File: src/hw/sfr_guard_map.svh
`ifndef SFR_GUARD_MAP_SVH
`define SFR_GUARD_MAP_SVH
// ****************************************************************
// Address map of guarded register space (word addresses, 8 bits)
// ****************************************************************
`define CPU_SFR_LO      8'h00
`define CPU_SFR_HI      8'h3f
`define HWC_SFR_LO      8'h40
`define HWC_SFR_HI      8'hbf
`define MMU_SFR_LO      8'hc0
`define MMU_SFR_HI      8'hff
`define MMU_TBL_PTR     8'hc0
`define MMU_HWC_PERM    8'hc1
// ****************************************************************
// Reset values and fixed firmware partition
// ****************************************************************
`define TBL_PTR_RST     16'h0000
`define HWC_PERM_RST    8'h00
`define SEG_EN_RST      8'h00
`define FW_PART_SEG     8'hc0
`endif

File: src/hw/sfr_guard_pkg.sv
package sfr_guard_pkg;
    typedef enum logic [2:0] {
        MODE_SYS = 3'b001,
        MODE_USR = 3'b010,
        MODE_FW  = 3'b100
    } cpu_mode_t;

    typedef struct packed {
        logic        valid;
        logic        write;
        logic        is_sfr;
        logic [7:0]  addr;
        logic [15:0] wdata;
    } cpu_req_t;
endpackage

File: src/hw/sfr_mem_guard.sv
`timescale 1ns/1ps
`include "sfr_guard_map.svh"
// Notes on behaviour
// - MMU registers reachable only in System Mode
// - System Mode reaches hardware component registers
// - User Mode sees only CPU registers by default
// - User Mode component access needs MMU grant
// - Segment table pointer written only in System Mode
// - Reset disables all segments, locks partition
// - Firmware partition is fixed, never alterable
// - Access attributes hardwired except component grants and segment enables
// - Privileged software updates segment attributes
// - Reset defines every register value and access
module sfr_mem_guard
    import sfr_guard_pkg::*;
#(
    parameter int SEG_N = 8
) (
    // Clock and reset
    input  wire logic        i_clk,
    input  wire logic        i_rst,
    // CPU side
    input  wire cpu_mode_t   i_mode,
    input  wire cpu_req_t    i_req,
    // Downstream register and memory space
    input  wire logic [15:0] i_rdata,
    output logic             o_fwd_valid,
    output logic             o_fwd_write,
    output logic [15:0]      o_rdata,
    output logic             o_violation,
    // Protection state seen by the memory path
    output logic [15:0]      o_tbl_ptr,
    output logic [SEG_N-1:0] o_seg_en,
    output logic [SEG_N-1:0] o_fw_part
);
    // ****************************************************************
    // Protection state
    // ****************************************************************
    logic [15:0]      tbl_ptr_ff,  nxt_tbl_ptr;
    logic [7:0]       usr_perm_ff, nxt_usr_perm;
    logic [7:0]       fw_perm_ff,  nxt_fw_perm;
    logic [SEG_N-1:0] seg_en_ff,   nxt_seg_en;
    logic             fwd_v_ff, nxt_fwd_v;
    logic             fwd_w_ff, nxt_fwd_w;
    logic [15:0]      rdata_ff, nxt_rdata;
    logic             viol_ff,  nxt_viol;
    logic             allow;
    logic             in_cpu, in_hwc, in_mmu;
    logic [2:0]       hwc_grp;
    logic             grant;

    // ****************************************************************
    // Address decode
    // ****************************************************************
    // Region decode; attribute table is hardwired here
    // Wired attributes leave no register that could loosen them
    always_comb begin
        in_cpu  = 1'b0;
        in_hwc  = 1'b0;
        in_mmu  = 1'b0;
        hwc_grp = i_req.addr[6:4] - 3'h4;
        if (i_req.addr >= `MMU_SFR_LO) begin
            in_mmu = 1'b1;
        end else if (i_req.addr >= `HWC_SFR_LO) begin
            in_hwc = 1'b1;
        end else begin
            in_cpu = 1'b1;
        end
    end

    // ****************************************************************
    // Access decision
    // ****************************************************************
    // Access decision uses the mode presented with the request itself
    // A mode change therefore costs no cycle and cannot race the check
    always_comb begin
        grant = 1'b0;
        allow = 1'b0;
        case (i_mode)
            MODE_USR: grant = usr_perm_ff[hwc_grp];
            MODE_FW:  grant = fw_perm_ff[hwc_grp];
            default:  grant = 1'b0;
        endcase
        if (!i_req.is_sfr) begin
            // Firmware partition only in Firmware Mode; segment must be on
            allow = seg_en_ff[i_req.addr[7:5]] &&
                    (o_fw_part[i_req.addr[7:5]] == (i_mode == MODE_FW));
        end else if (in_mmu) begin
            allow = (i_mode == MODE_SYS);
        end else if (in_hwc) begin
            allow = (i_mode == MODE_SYS) || grant;
        end else begin
            allow = in_cpu;
        end
        allow = allow & i_req.valid;
    end

    // ****************************************************************
    // Configuration and response
    // ****************************************************************
    // Next-state of configuration registers and response
    // Refused reads return zero rather than the downstream data
    always_comb begin
        nxt_tbl_ptr  = tbl_ptr_ff;
        nxt_usr_perm = usr_perm_ff;
        nxt_fw_perm  = fw_perm_ff;
        nxt_seg_en   = seg_en_ff;
        nxt_fwd_v    = allow;
        nxt_fwd_w    = allow & i_req.write;
        nxt_rdata    = 16'h0000;
        nxt_viol     = i_req.valid & ~allow;
        if (allow && !i_req.write) begin
            nxt_rdata = i_req.is_sfr && i_req.addr == `MMU_TBL_PTR ? tbl_ptr_ff : i_rdata;
        end
        if (allow && i_req.write && i_req.is_sfr && in_mmu) begin
            if (i_req.addr == `MMU_TBL_PTR) begin
                nxt_tbl_ptr = i_req.wdata;
            end else if (i_req.addr == `MMU_HWC_PERM) begin
                nxt_usr_perm = i_req.wdata[7:0];
                nxt_fw_perm  = i_req.wdata[15:8];
            end else begin
                nxt_seg_en = i_req.wdata[SEG_N-1:0];
            end
        end
    end

    // ****************************************************************
    // State registers
    // ****************************************************************
    // Registers; reset gives closed defaults
    always_ff @(posedge i_clk) begin
        if (i_rst) begin
            tbl_ptr_ff  <= `TBL_PTR_RST;
            usr_perm_ff <= `HWC_PERM_RST;
            fw_perm_ff  <= `HWC_PERM_RST;
            seg_en_ff   <= SEG_N'(`SEG_EN_RST);
            fwd_v_ff    <= 1'b0;
            fwd_w_ff    <= 1'b0;
            rdata_ff    <= 16'h0000;
            viol_ff     <= 1'b0;
        end else begin
            tbl_ptr_ff  <= nxt_tbl_ptr;
            usr_perm_ff <= nxt_usr_perm;
            fw_perm_ff  <= nxt_fw_perm;
            seg_en_ff   <= nxt_seg_en;
            fwd_v_ff    <= nxt_fwd_v;
            fwd_w_ff    <= nxt_fwd_w;
            rdata_ff    <= nxt_rdata;
            viol_ff     <= nxt_viol;
        end
    end

    // ****************************************************************
    // Outputs
    // ****************************************************************
    // Outputs; partition is a constant so no write can reach it
    // Limitation: moving the partition needs a new build, by intent
    assign o_fwd_valid = fwd_v_ff;
    assign o_fwd_write = fwd_w_ff;
    assign o_rdata     = rdata_ff;
    assign o_violation = viol_ff;
    assign o_tbl_ptr   = tbl_ptr_ff;
    assign o_seg_en    = seg_en_ff;
    assign o_fw_part   = SEG_N'(`FW_PART_SEG);

    // ****************************************************************
    // Checks
    // ****************************************************************
    a_mmu_sys_only: assert property (@(posedge i_clk) disable iff (i_rst)
        i_req.valid && i_req.is_sfr && i_req.addr >= `MMU_SFR_LO && i_mode != MODE_SYS
        |=> o_violation && !o_fwd_valid) else $error("mmu access outside system");
    a_sys_hwc_ok: assert property (@(posedge i_clk) disable iff (i_rst)
        i_req.valid && i_req.is_sfr && in_hwc && i_mode == MODE_SYS
        |=> o_fwd_valid) else $error("system hwc access refused");
    a_usr_cpu_ok: assert property (@(posedge i_clk) disable iff (i_rst)
        i_req.valid && i_req.is_sfr && in_cpu && i_mode == MODE_USR
        |=> !o_violation) else $error("user cpu access refused");
    a_usr_no_grant: assert property (@(posedge i_clk) disable iff (i_rst)
        i_req.valid && i_req.is_sfr && in_hwc && i_mode == MODE_USR && !usr_perm_ff[hwc_grp]
        |=> o_violation) else $error("user hwc without grant");
    a_ptr_stable: assert property (@(posedge i_clk) disable iff (i_rst)
        i_mode != MODE_SYS |=> $stable(o_tbl_ptr)) else $error("pointer changed");
    a_seg_reset: assert property (@(posedge i_clk)
        $past(i_rst) && !i_rst |-> o_seg_en == '0) else $error("segments on after reset");
    a_part_fixed: assert property (@(posedge i_clk) disable iff (i_rst)
        ##1 $stable(o_fw_part)) else $error("partition changed");
    a_refuse_quiet: assert property (@(posedge i_clk) disable iff (i_rst)
        o_violation |-> !o_fwd_write && o_rdata == 16'h0000) else $error("refused leaked");
    a_seg_update: assert property (@(posedge i_clk) disable iff (i_rst)
        i_req.valid && i_req.write && i_req.is_sfr && i_mode == MODE_SYS && i_req.addr == 8'hc2
        |=> o_seg_en == $past(i_req.wdata[SEG_N-1:0])) else $error("segment update lost");

    // Grant paths: granted requests forwarded, pointer writes land, partition refused outside Firmware Mode
    a_mmu_sys_ok: assert property (@(posedge i_clk) disable iff (i_rst)
        i_req.valid && i_req.is_sfr && in_mmu && i_mode == MODE_SYS
        |=> o_fwd_valid) else $error("system mmu access refused");
    a_usr_grant: assert property (@(posedge i_clk) disable iff (i_rst)
        i_req.valid && i_req.is_sfr && in_hwc && i_mode == MODE_USR && usr_perm_ff[hwc_grp]
        |=> o_fwd_valid) else $error("user hwc grant ignored");
    a_fw_grant: assert property (@(posedge i_clk) disable iff (i_rst)
        i_req.valid && i_req.is_sfr && in_hwc && i_mode == MODE_FW
        |=> o_fwd_valid == $past(fw_perm_ff[hwc_grp])) else $error("firmware hwc grant wrong");
    a_part_guard: assert property (@(posedge i_clk) disable iff (i_rst)
        i_req.valid && !i_req.is_sfr && o_fw_part[i_req.addr[7:5]] && i_mode != MODE_FW
        |=> o_violation) else $error("partition reached outside firmware");
    a_ptr_write: assert property (@(posedge i_clk) disable iff (i_rst)
        i_req.valid && i_req.write && i_req.is_sfr && i_req.addr == `MMU_TBL_PTR
        && i_mode == MODE_SYS
        |=> o_tbl_ptr == $past(i_req.wdata)) else $error("pointer write lost");

    // One registered reply per request, none when idle
    a_one_answer: assert property (@(posedge i_clk) disable iff (i_rst)
        i_req.valid |=> o_fwd_valid != o_violation) else $error("request reply not unique");
    a_idle_quiet: assert property (@(posedge i_clk) disable iff (i_rst)
        !i_req.valid |=> !o_fwd_valid && !o_violation) else $error("reply without request");

    // Defaults seen on the first edge after reset is released
    a_ptr_reset: assert property (@(posedge i_clk)
        $past(i_rst) && !i_rst |-> o_tbl_ptr == `TBL_PTR_RST && usr_perm_ff == `HWC_PERM_RST
        && fw_perm_ff == `HWC_PERM_RST) else $error("defaults missing after reset");
endmodule

File: config.mk
export PLATFORM = sky130hd
export DESIGN_NAME = sfr_mem_guard
export DESIGN_NICKNAME = d
export VERILOG_FILES = /design/src/hw/sfr_guard_pkg.sv /design/src/hw/sfr_mem_guard.sv
export VERILOG_INCLUDE_DIRS = /design/src /design/src/hw
export SDC_FILE = /design/constraint.sdc
export NUM_CORES = 1
export LEC_CHECK = 0
export ABC_AREA = 1
export BUFFER_PORTS_ARGS = -buffer_cell sky130_fd_sc_hd__buf_2
export CAP_MARGIN = 30
export CORE_MARGIN = 2
export CORE_UTILIZATION = 50
export DETAILED_ROUTE_END_ITERATION = 10
export PLACE_DENSITY = 0.78
export REMOVE_ABC_BUFFERS = 1
export SLEW_MARGIN = 20
export SYNTH_ARGS = -nofsm -noshare
export SYNTH_HDL_FRONTEND = slang
export SYNTH_SLANG_ARGS = --single-unit
File: constraint.sdc
create_clock -name i_clk -period 1.73 [get_ports i_clk]
set_input_delay 0.173 -clock i_clk [delete_from_list [all_inputs] [get_ports i_clk]]
set_output_delay 0.173 -clock i_clk [all_outputs]
set_load 0.01 [all_outputs]
==> results.md <==
- The run finished with clean final reports.
- VDD sags by at most 0.000450 V.
- The average vias per placed instance is 4.55.
- The total area inside the core boundary comes to 0.00551 mm².
- The post-cts repair resize count is 0.
- The most frequently used flop master after synthesis is sky130_fd_sc_hd__dfxtp_1.
- The cell accounting for the most synthesized area is sky130_fd_sc_hd__dfxtp_1.
- The via count of the first global-routing pass is 2406.
- The sum of net half-perimeters after detailed placement is 4.43 mm.
- The cell count after synthesis came out at 417.
- The number of input and output port buffers inserted is 90.
- TritonCTS built the clock tree.
- The fraction of synthesized cell area taken by the top area cell type is 41.3%.
- The number of remaining DRC errors is 0.
- From left edge to right edge, the die measures 79.6 µm.
- Hold repair after CTS inserted 0 buffers.
- The number of buffers inserted during clock tree synthesis is 9.
- The area of the mapped netlist is 0.00286 mm².
- The capturing element type of the critical path is a flop.
- The largest buffer count on any clock path is 2.
- The root buffer cell is sky130_fd_sc_hd__clkbuf_8.
- The power consumption is 0.00286 W.
- Data on the critical path arrives at its endpoint at 1.99 ns.
- The number of buffers inserted by post-CTS setup repair is 0.
- In this run the mean area of a mapped cell was 6.85 µm².
- The global-route congestion overflow total is 0.
- The antenna cell count is 0.
- The area enclosed by the die boundary is 0.00634 mm².
- The final net count is 561.
- For this run, the top clock speed supported by timing is 579 MHz.
- The number of vias after detailed routing is 2665.
- The number of routed nets with antenna violations is 0.
- After floorplanning, the core was divided into 27 placement rows.
- The initial antenna violation count is 0.
- In this run the count of I/O pins placed on the die edge is 99.
- The clock insertion delay at the later pin of the skew report is 0.33 ns.
- The tightest hold path in the finished design has a slack of 0.0745 ns.
- For this run, the number of Yosys warnings is 0.
- The final wirelength is 6.69 mm.
- The sum of negative setup slack is 0 ns.
- The final number of max-transition violations is 0.
- The count of endpoints failing setup in the final report is 0.
- The congestion estimate from routability-driven global placement came to 0.923.
- Cells fill 66.8% of the core in the end.
- The required time reported for the critical path endpoint is 1.99 ns.
- The worst setup slack before clock tree synthesis is -0.0423 ns.
- The highest fanout seen on the critical path is 16.
- In the global route stage, overall resource usage came out at 21.0%.
- Yosys attributes the largest share of cell area to sky130_fd_sc_hd__dfxtp_1, sky130_fd_sc_hd__nor2_1, sky130_fd_sc_hd__nand2_1.
- The violation count after the first detailed-route iteration is 105.
- The fraction of final layout cells with drive strength greater than 1 is 34.0%.
- The shortest period the worst path allows is 1.73 ns.
- The average wire length per cell after detail routing is 11.4 µm.
- The count of H-tree levels built during CTS is 3.
- The final critical path takes up 99.9% of the cycle.
- The critical path is of the flop to flop type.
- Setup repair after global routing could not meet its margin everywhere.
- The max-cap violation count is 0.
- For this configuration, the core starts out at a cell density of 51.9%.
- The leakage power summed over all cells is 2.02 nW.
- The power density over cell area is 779 mW/mm².
- The maximum number of pins on one net before global-route repair is 33.
- The fraction of registers with async set or reset after synthesis is 0%.
- The classification of the worst-slack hold path is input port to flop.
- After synthesis the netlist holds a flip-flop and latch count of 59.
- The total iterations of the first detailed-routing run is 4.
- The sequential area share after synthesis is 41.3%.
- The clock transition time at the flip-flop clock pins of the worst setup and hold paths is 0.07 ns.
- Measured along the y axis, the die boundary spans 79.6 µm.
- The sort of element at the start of the critical path is a flop.
- The unique cell type count in the Yosys netlist is 28.
- The number of failing hold endpoints at the final stage was 0.
- The CTS sink count is 59.
- For the final database, setup skew stands at 0.00797 ns.
- Setup slack on the critical path of the routed design comes to 0.00192 ns.
- The wire length of the first global-routing pass is 10.4 mm.
- The number of filler cells placed in the layout is 503.
- The synthesized design contains 0 enable-type register cells.
- The area growth from synthesis to layout is 28.6%.
-- cell type report --
type	count	area [µm²]	area share, %
timing repair buffer	101	606	16.5
clock inverter	2	35.0	0.953
clock buffer	13	159	4.32
tap	72	90.1	2.45
multi-input combinational	288	1390	37.8
sequential	59	1200	32.6
inverter	51	199	5.41
-- logic make-up (layout without fill, tap and decap cells) --
group	after synthesis	after routing	share of synthesized area, %
flip-flops	59	59	41.3
XOR/XNOR	1	1	0.307
other	2	8	0.263
adder cells (fa/ha/maj)	3	3	1.31
buffers and inverters	76	167	13.4
AO/OA/AOI/OAI	24	24	4.42
AND/OR/NAND/NOR	252	252	38.9
-- cell usage in the layout, fill, tap and decap left out, types with 2 or more instances in the layout --
| cell | count |
|---|---|
| sky130_fd_sc_hd__dfxtp_2 | 14 |
| sky130_fd_sc_hd__nand2_2 | 12 |
| sky130_fd_sc_hd__buf_4 | 6 |
| sky130_fd_sc_hd__inv_1 | 47 |
| sky130_fd_sc_hd__nor2_1 | 104 |
| sky130_fd_sc_hd__conb_1 | 8 |
| sky130_fd_sc_hd__inv_2 | 3 |
| sky130_fd_sc_hd__nor3_1 | 4 |
| sky130_fd_sc_hd__clkbuf_8 | 11 |
| sky130_fd_sc_hd__buf_2 | 90 |
| sky130_fd_sc_hd__nand2_1 | 92 |
| sky130_fd_sc_hd__nand3_1 | 10 |
| sky130_fd_sc_hd__dfxtp_1 | 45 |
| sky130_fd_sc_hd__buf_12 | 3 |
| sky130_fd_sc_hd__nand3_2 | 6 |
| sky130_fd_sc_hd__clkbuf_1 | 2 |
| sky130_fd_sc_hd__ha_1 | 3 |
| sky130_fd_sc_hd__nor2_2 | 12 |
| sky130_fd_sc_hd__nand2_4 | 3 |
| sky130_fd_sc_hd__o21ai_0 | 2 |
| sky130_fd_sc_hd__a21oi_1 | 17 |
| sky130_fd_sc_hd__nand3_4 | 3 |
| sky130_fd_sc_hd__clkbuf_16 | 2 |
-- power by group --
part | total [W] | internal [W] | switching (W)
Combinational | 0.000251 | 0.0000975 | 0.000153
Sequential | 0.00137 | 0.00137 | 0.00000366
Clock | 0.00124 | 0.000735 | 0.000505
-- metrics by stage --
step | cells | cell area (µm²)
2_1_floorplan | 398 | 2700
3_3_place_gp | 569 | 3340
3_5_place_dp | 569 | 3340
4_1_cts | 584 | 3530
5_1_grt | 586 | 3680
6_report | 586 | 3680
-- worst paths after layout --
check,startpoint,end,slack (ns),cells past startpoint
setup / recovery,usr_perm_ff[2]$_SDFFE_PP0P_,usr_perm_ff[3]$_SDFFE_PP0P_,0.002,15
hold / removal,i_rst,o_fwd_valid$_SDFF_PP0_,0.07,2
setup reg to reg,usr_perm_ff[2]$_SDFFE_PP0P_,usr_perm_ff[3]$_SDFFE_PP0P_,0.002,15
hold reg to reg,usr_perm_ff[2]$_SDFFE_PP0P_,usr_perm_ff[2]$_SDFFE_PP0P_,0.51,4
-- worst max-delay path, cell delays in order, from the launching register on --
cell                        delay (ns)
sky130_fd_sc_hd__dfxtp_2          0.33
sky130_fd_sc_hd__nand2_1          0.07
sky130_fd_sc_hd__nand3_2          0.08
sky130_fd_sc_hd__nand3_2          0.07
sky130_fd_sc_hd__nand2_1          0.07
sky130_fd_sc_hd__nand2_1          0.06
sky130_fd_sc_hd__nand3_1          0.08
sky130_fd_sc_hd__nand2_1          0.05
sky130_fd_sc_hd__nand2_1          0.08
sky130_fd_sc_hd__nand2_2          0.07
sky130_fd_sc_hd__nand2_4          0.14
sky130_fd_sc_hd__nand3_4          0.13
sky130_fd_sc_hd__clkbuf_16        0.23
sky130_fd_sc_hd__nand2_1          0.06
sky130_fd_sc_hd__nand2_1          0.04
sky130_fd_sc_hd__nor2_1           0.10
-- state kept, by name, indices dropped and copies added, names as in the netlist --
name and cells:
o_violation 1, fw_perm_ff 8, usr_perm_ff 8, o_fwd_write 1
o_seg_en 8, o_tbl_ptr 16, o_rdata 16, o_fwd_valid 1
-- routing by layer --
layer	share of wire [%]	up-vias	global-route usage (%)
li1	-	1418	-
met1	45	1151	25.4
met2	47	83	35.5
met3	6.3	13	4.64
met4	1.8	0	9.48
met5	0	-	0
-- synth_stat cells, types with 3 or more instances --
library cell / n
sky130_fd_sc_hd__buf_4: 9
sky130_fd_sc_hd__inv_1: 50
sky130_fd_sc_hd__nor3_1: 4
sky130_fd_sc_hd__dfxtp_1: 59
sky130_fd_sc_hd__nor2_2: 10
sky130_fd_sc_hd__nand3_1: 16
sky130_fd_sc_hd__ha_1: 3
sky130_fd_sc_hd__nand3_4: 3
sky130_fd_sc_hd__nand2_2: 3
sky130_fd_sc_hd__clkbuf_1: 5
sky130_fd_sc_hd__nor2_1: 106
sky130_fd_sc_hd__o21ai_0: 4
sky130_fd_sc_hd__buf_6: 7
sky130_fd_sc_hd__buf_2: 4
sky130_fd_sc_hd__nand2_1: 101
sky130_fd_sc_hd__a21oi_1: 17
sky130_fd_sc_hd__nand2_4: 3
Power figures use the tool's default switching activity.
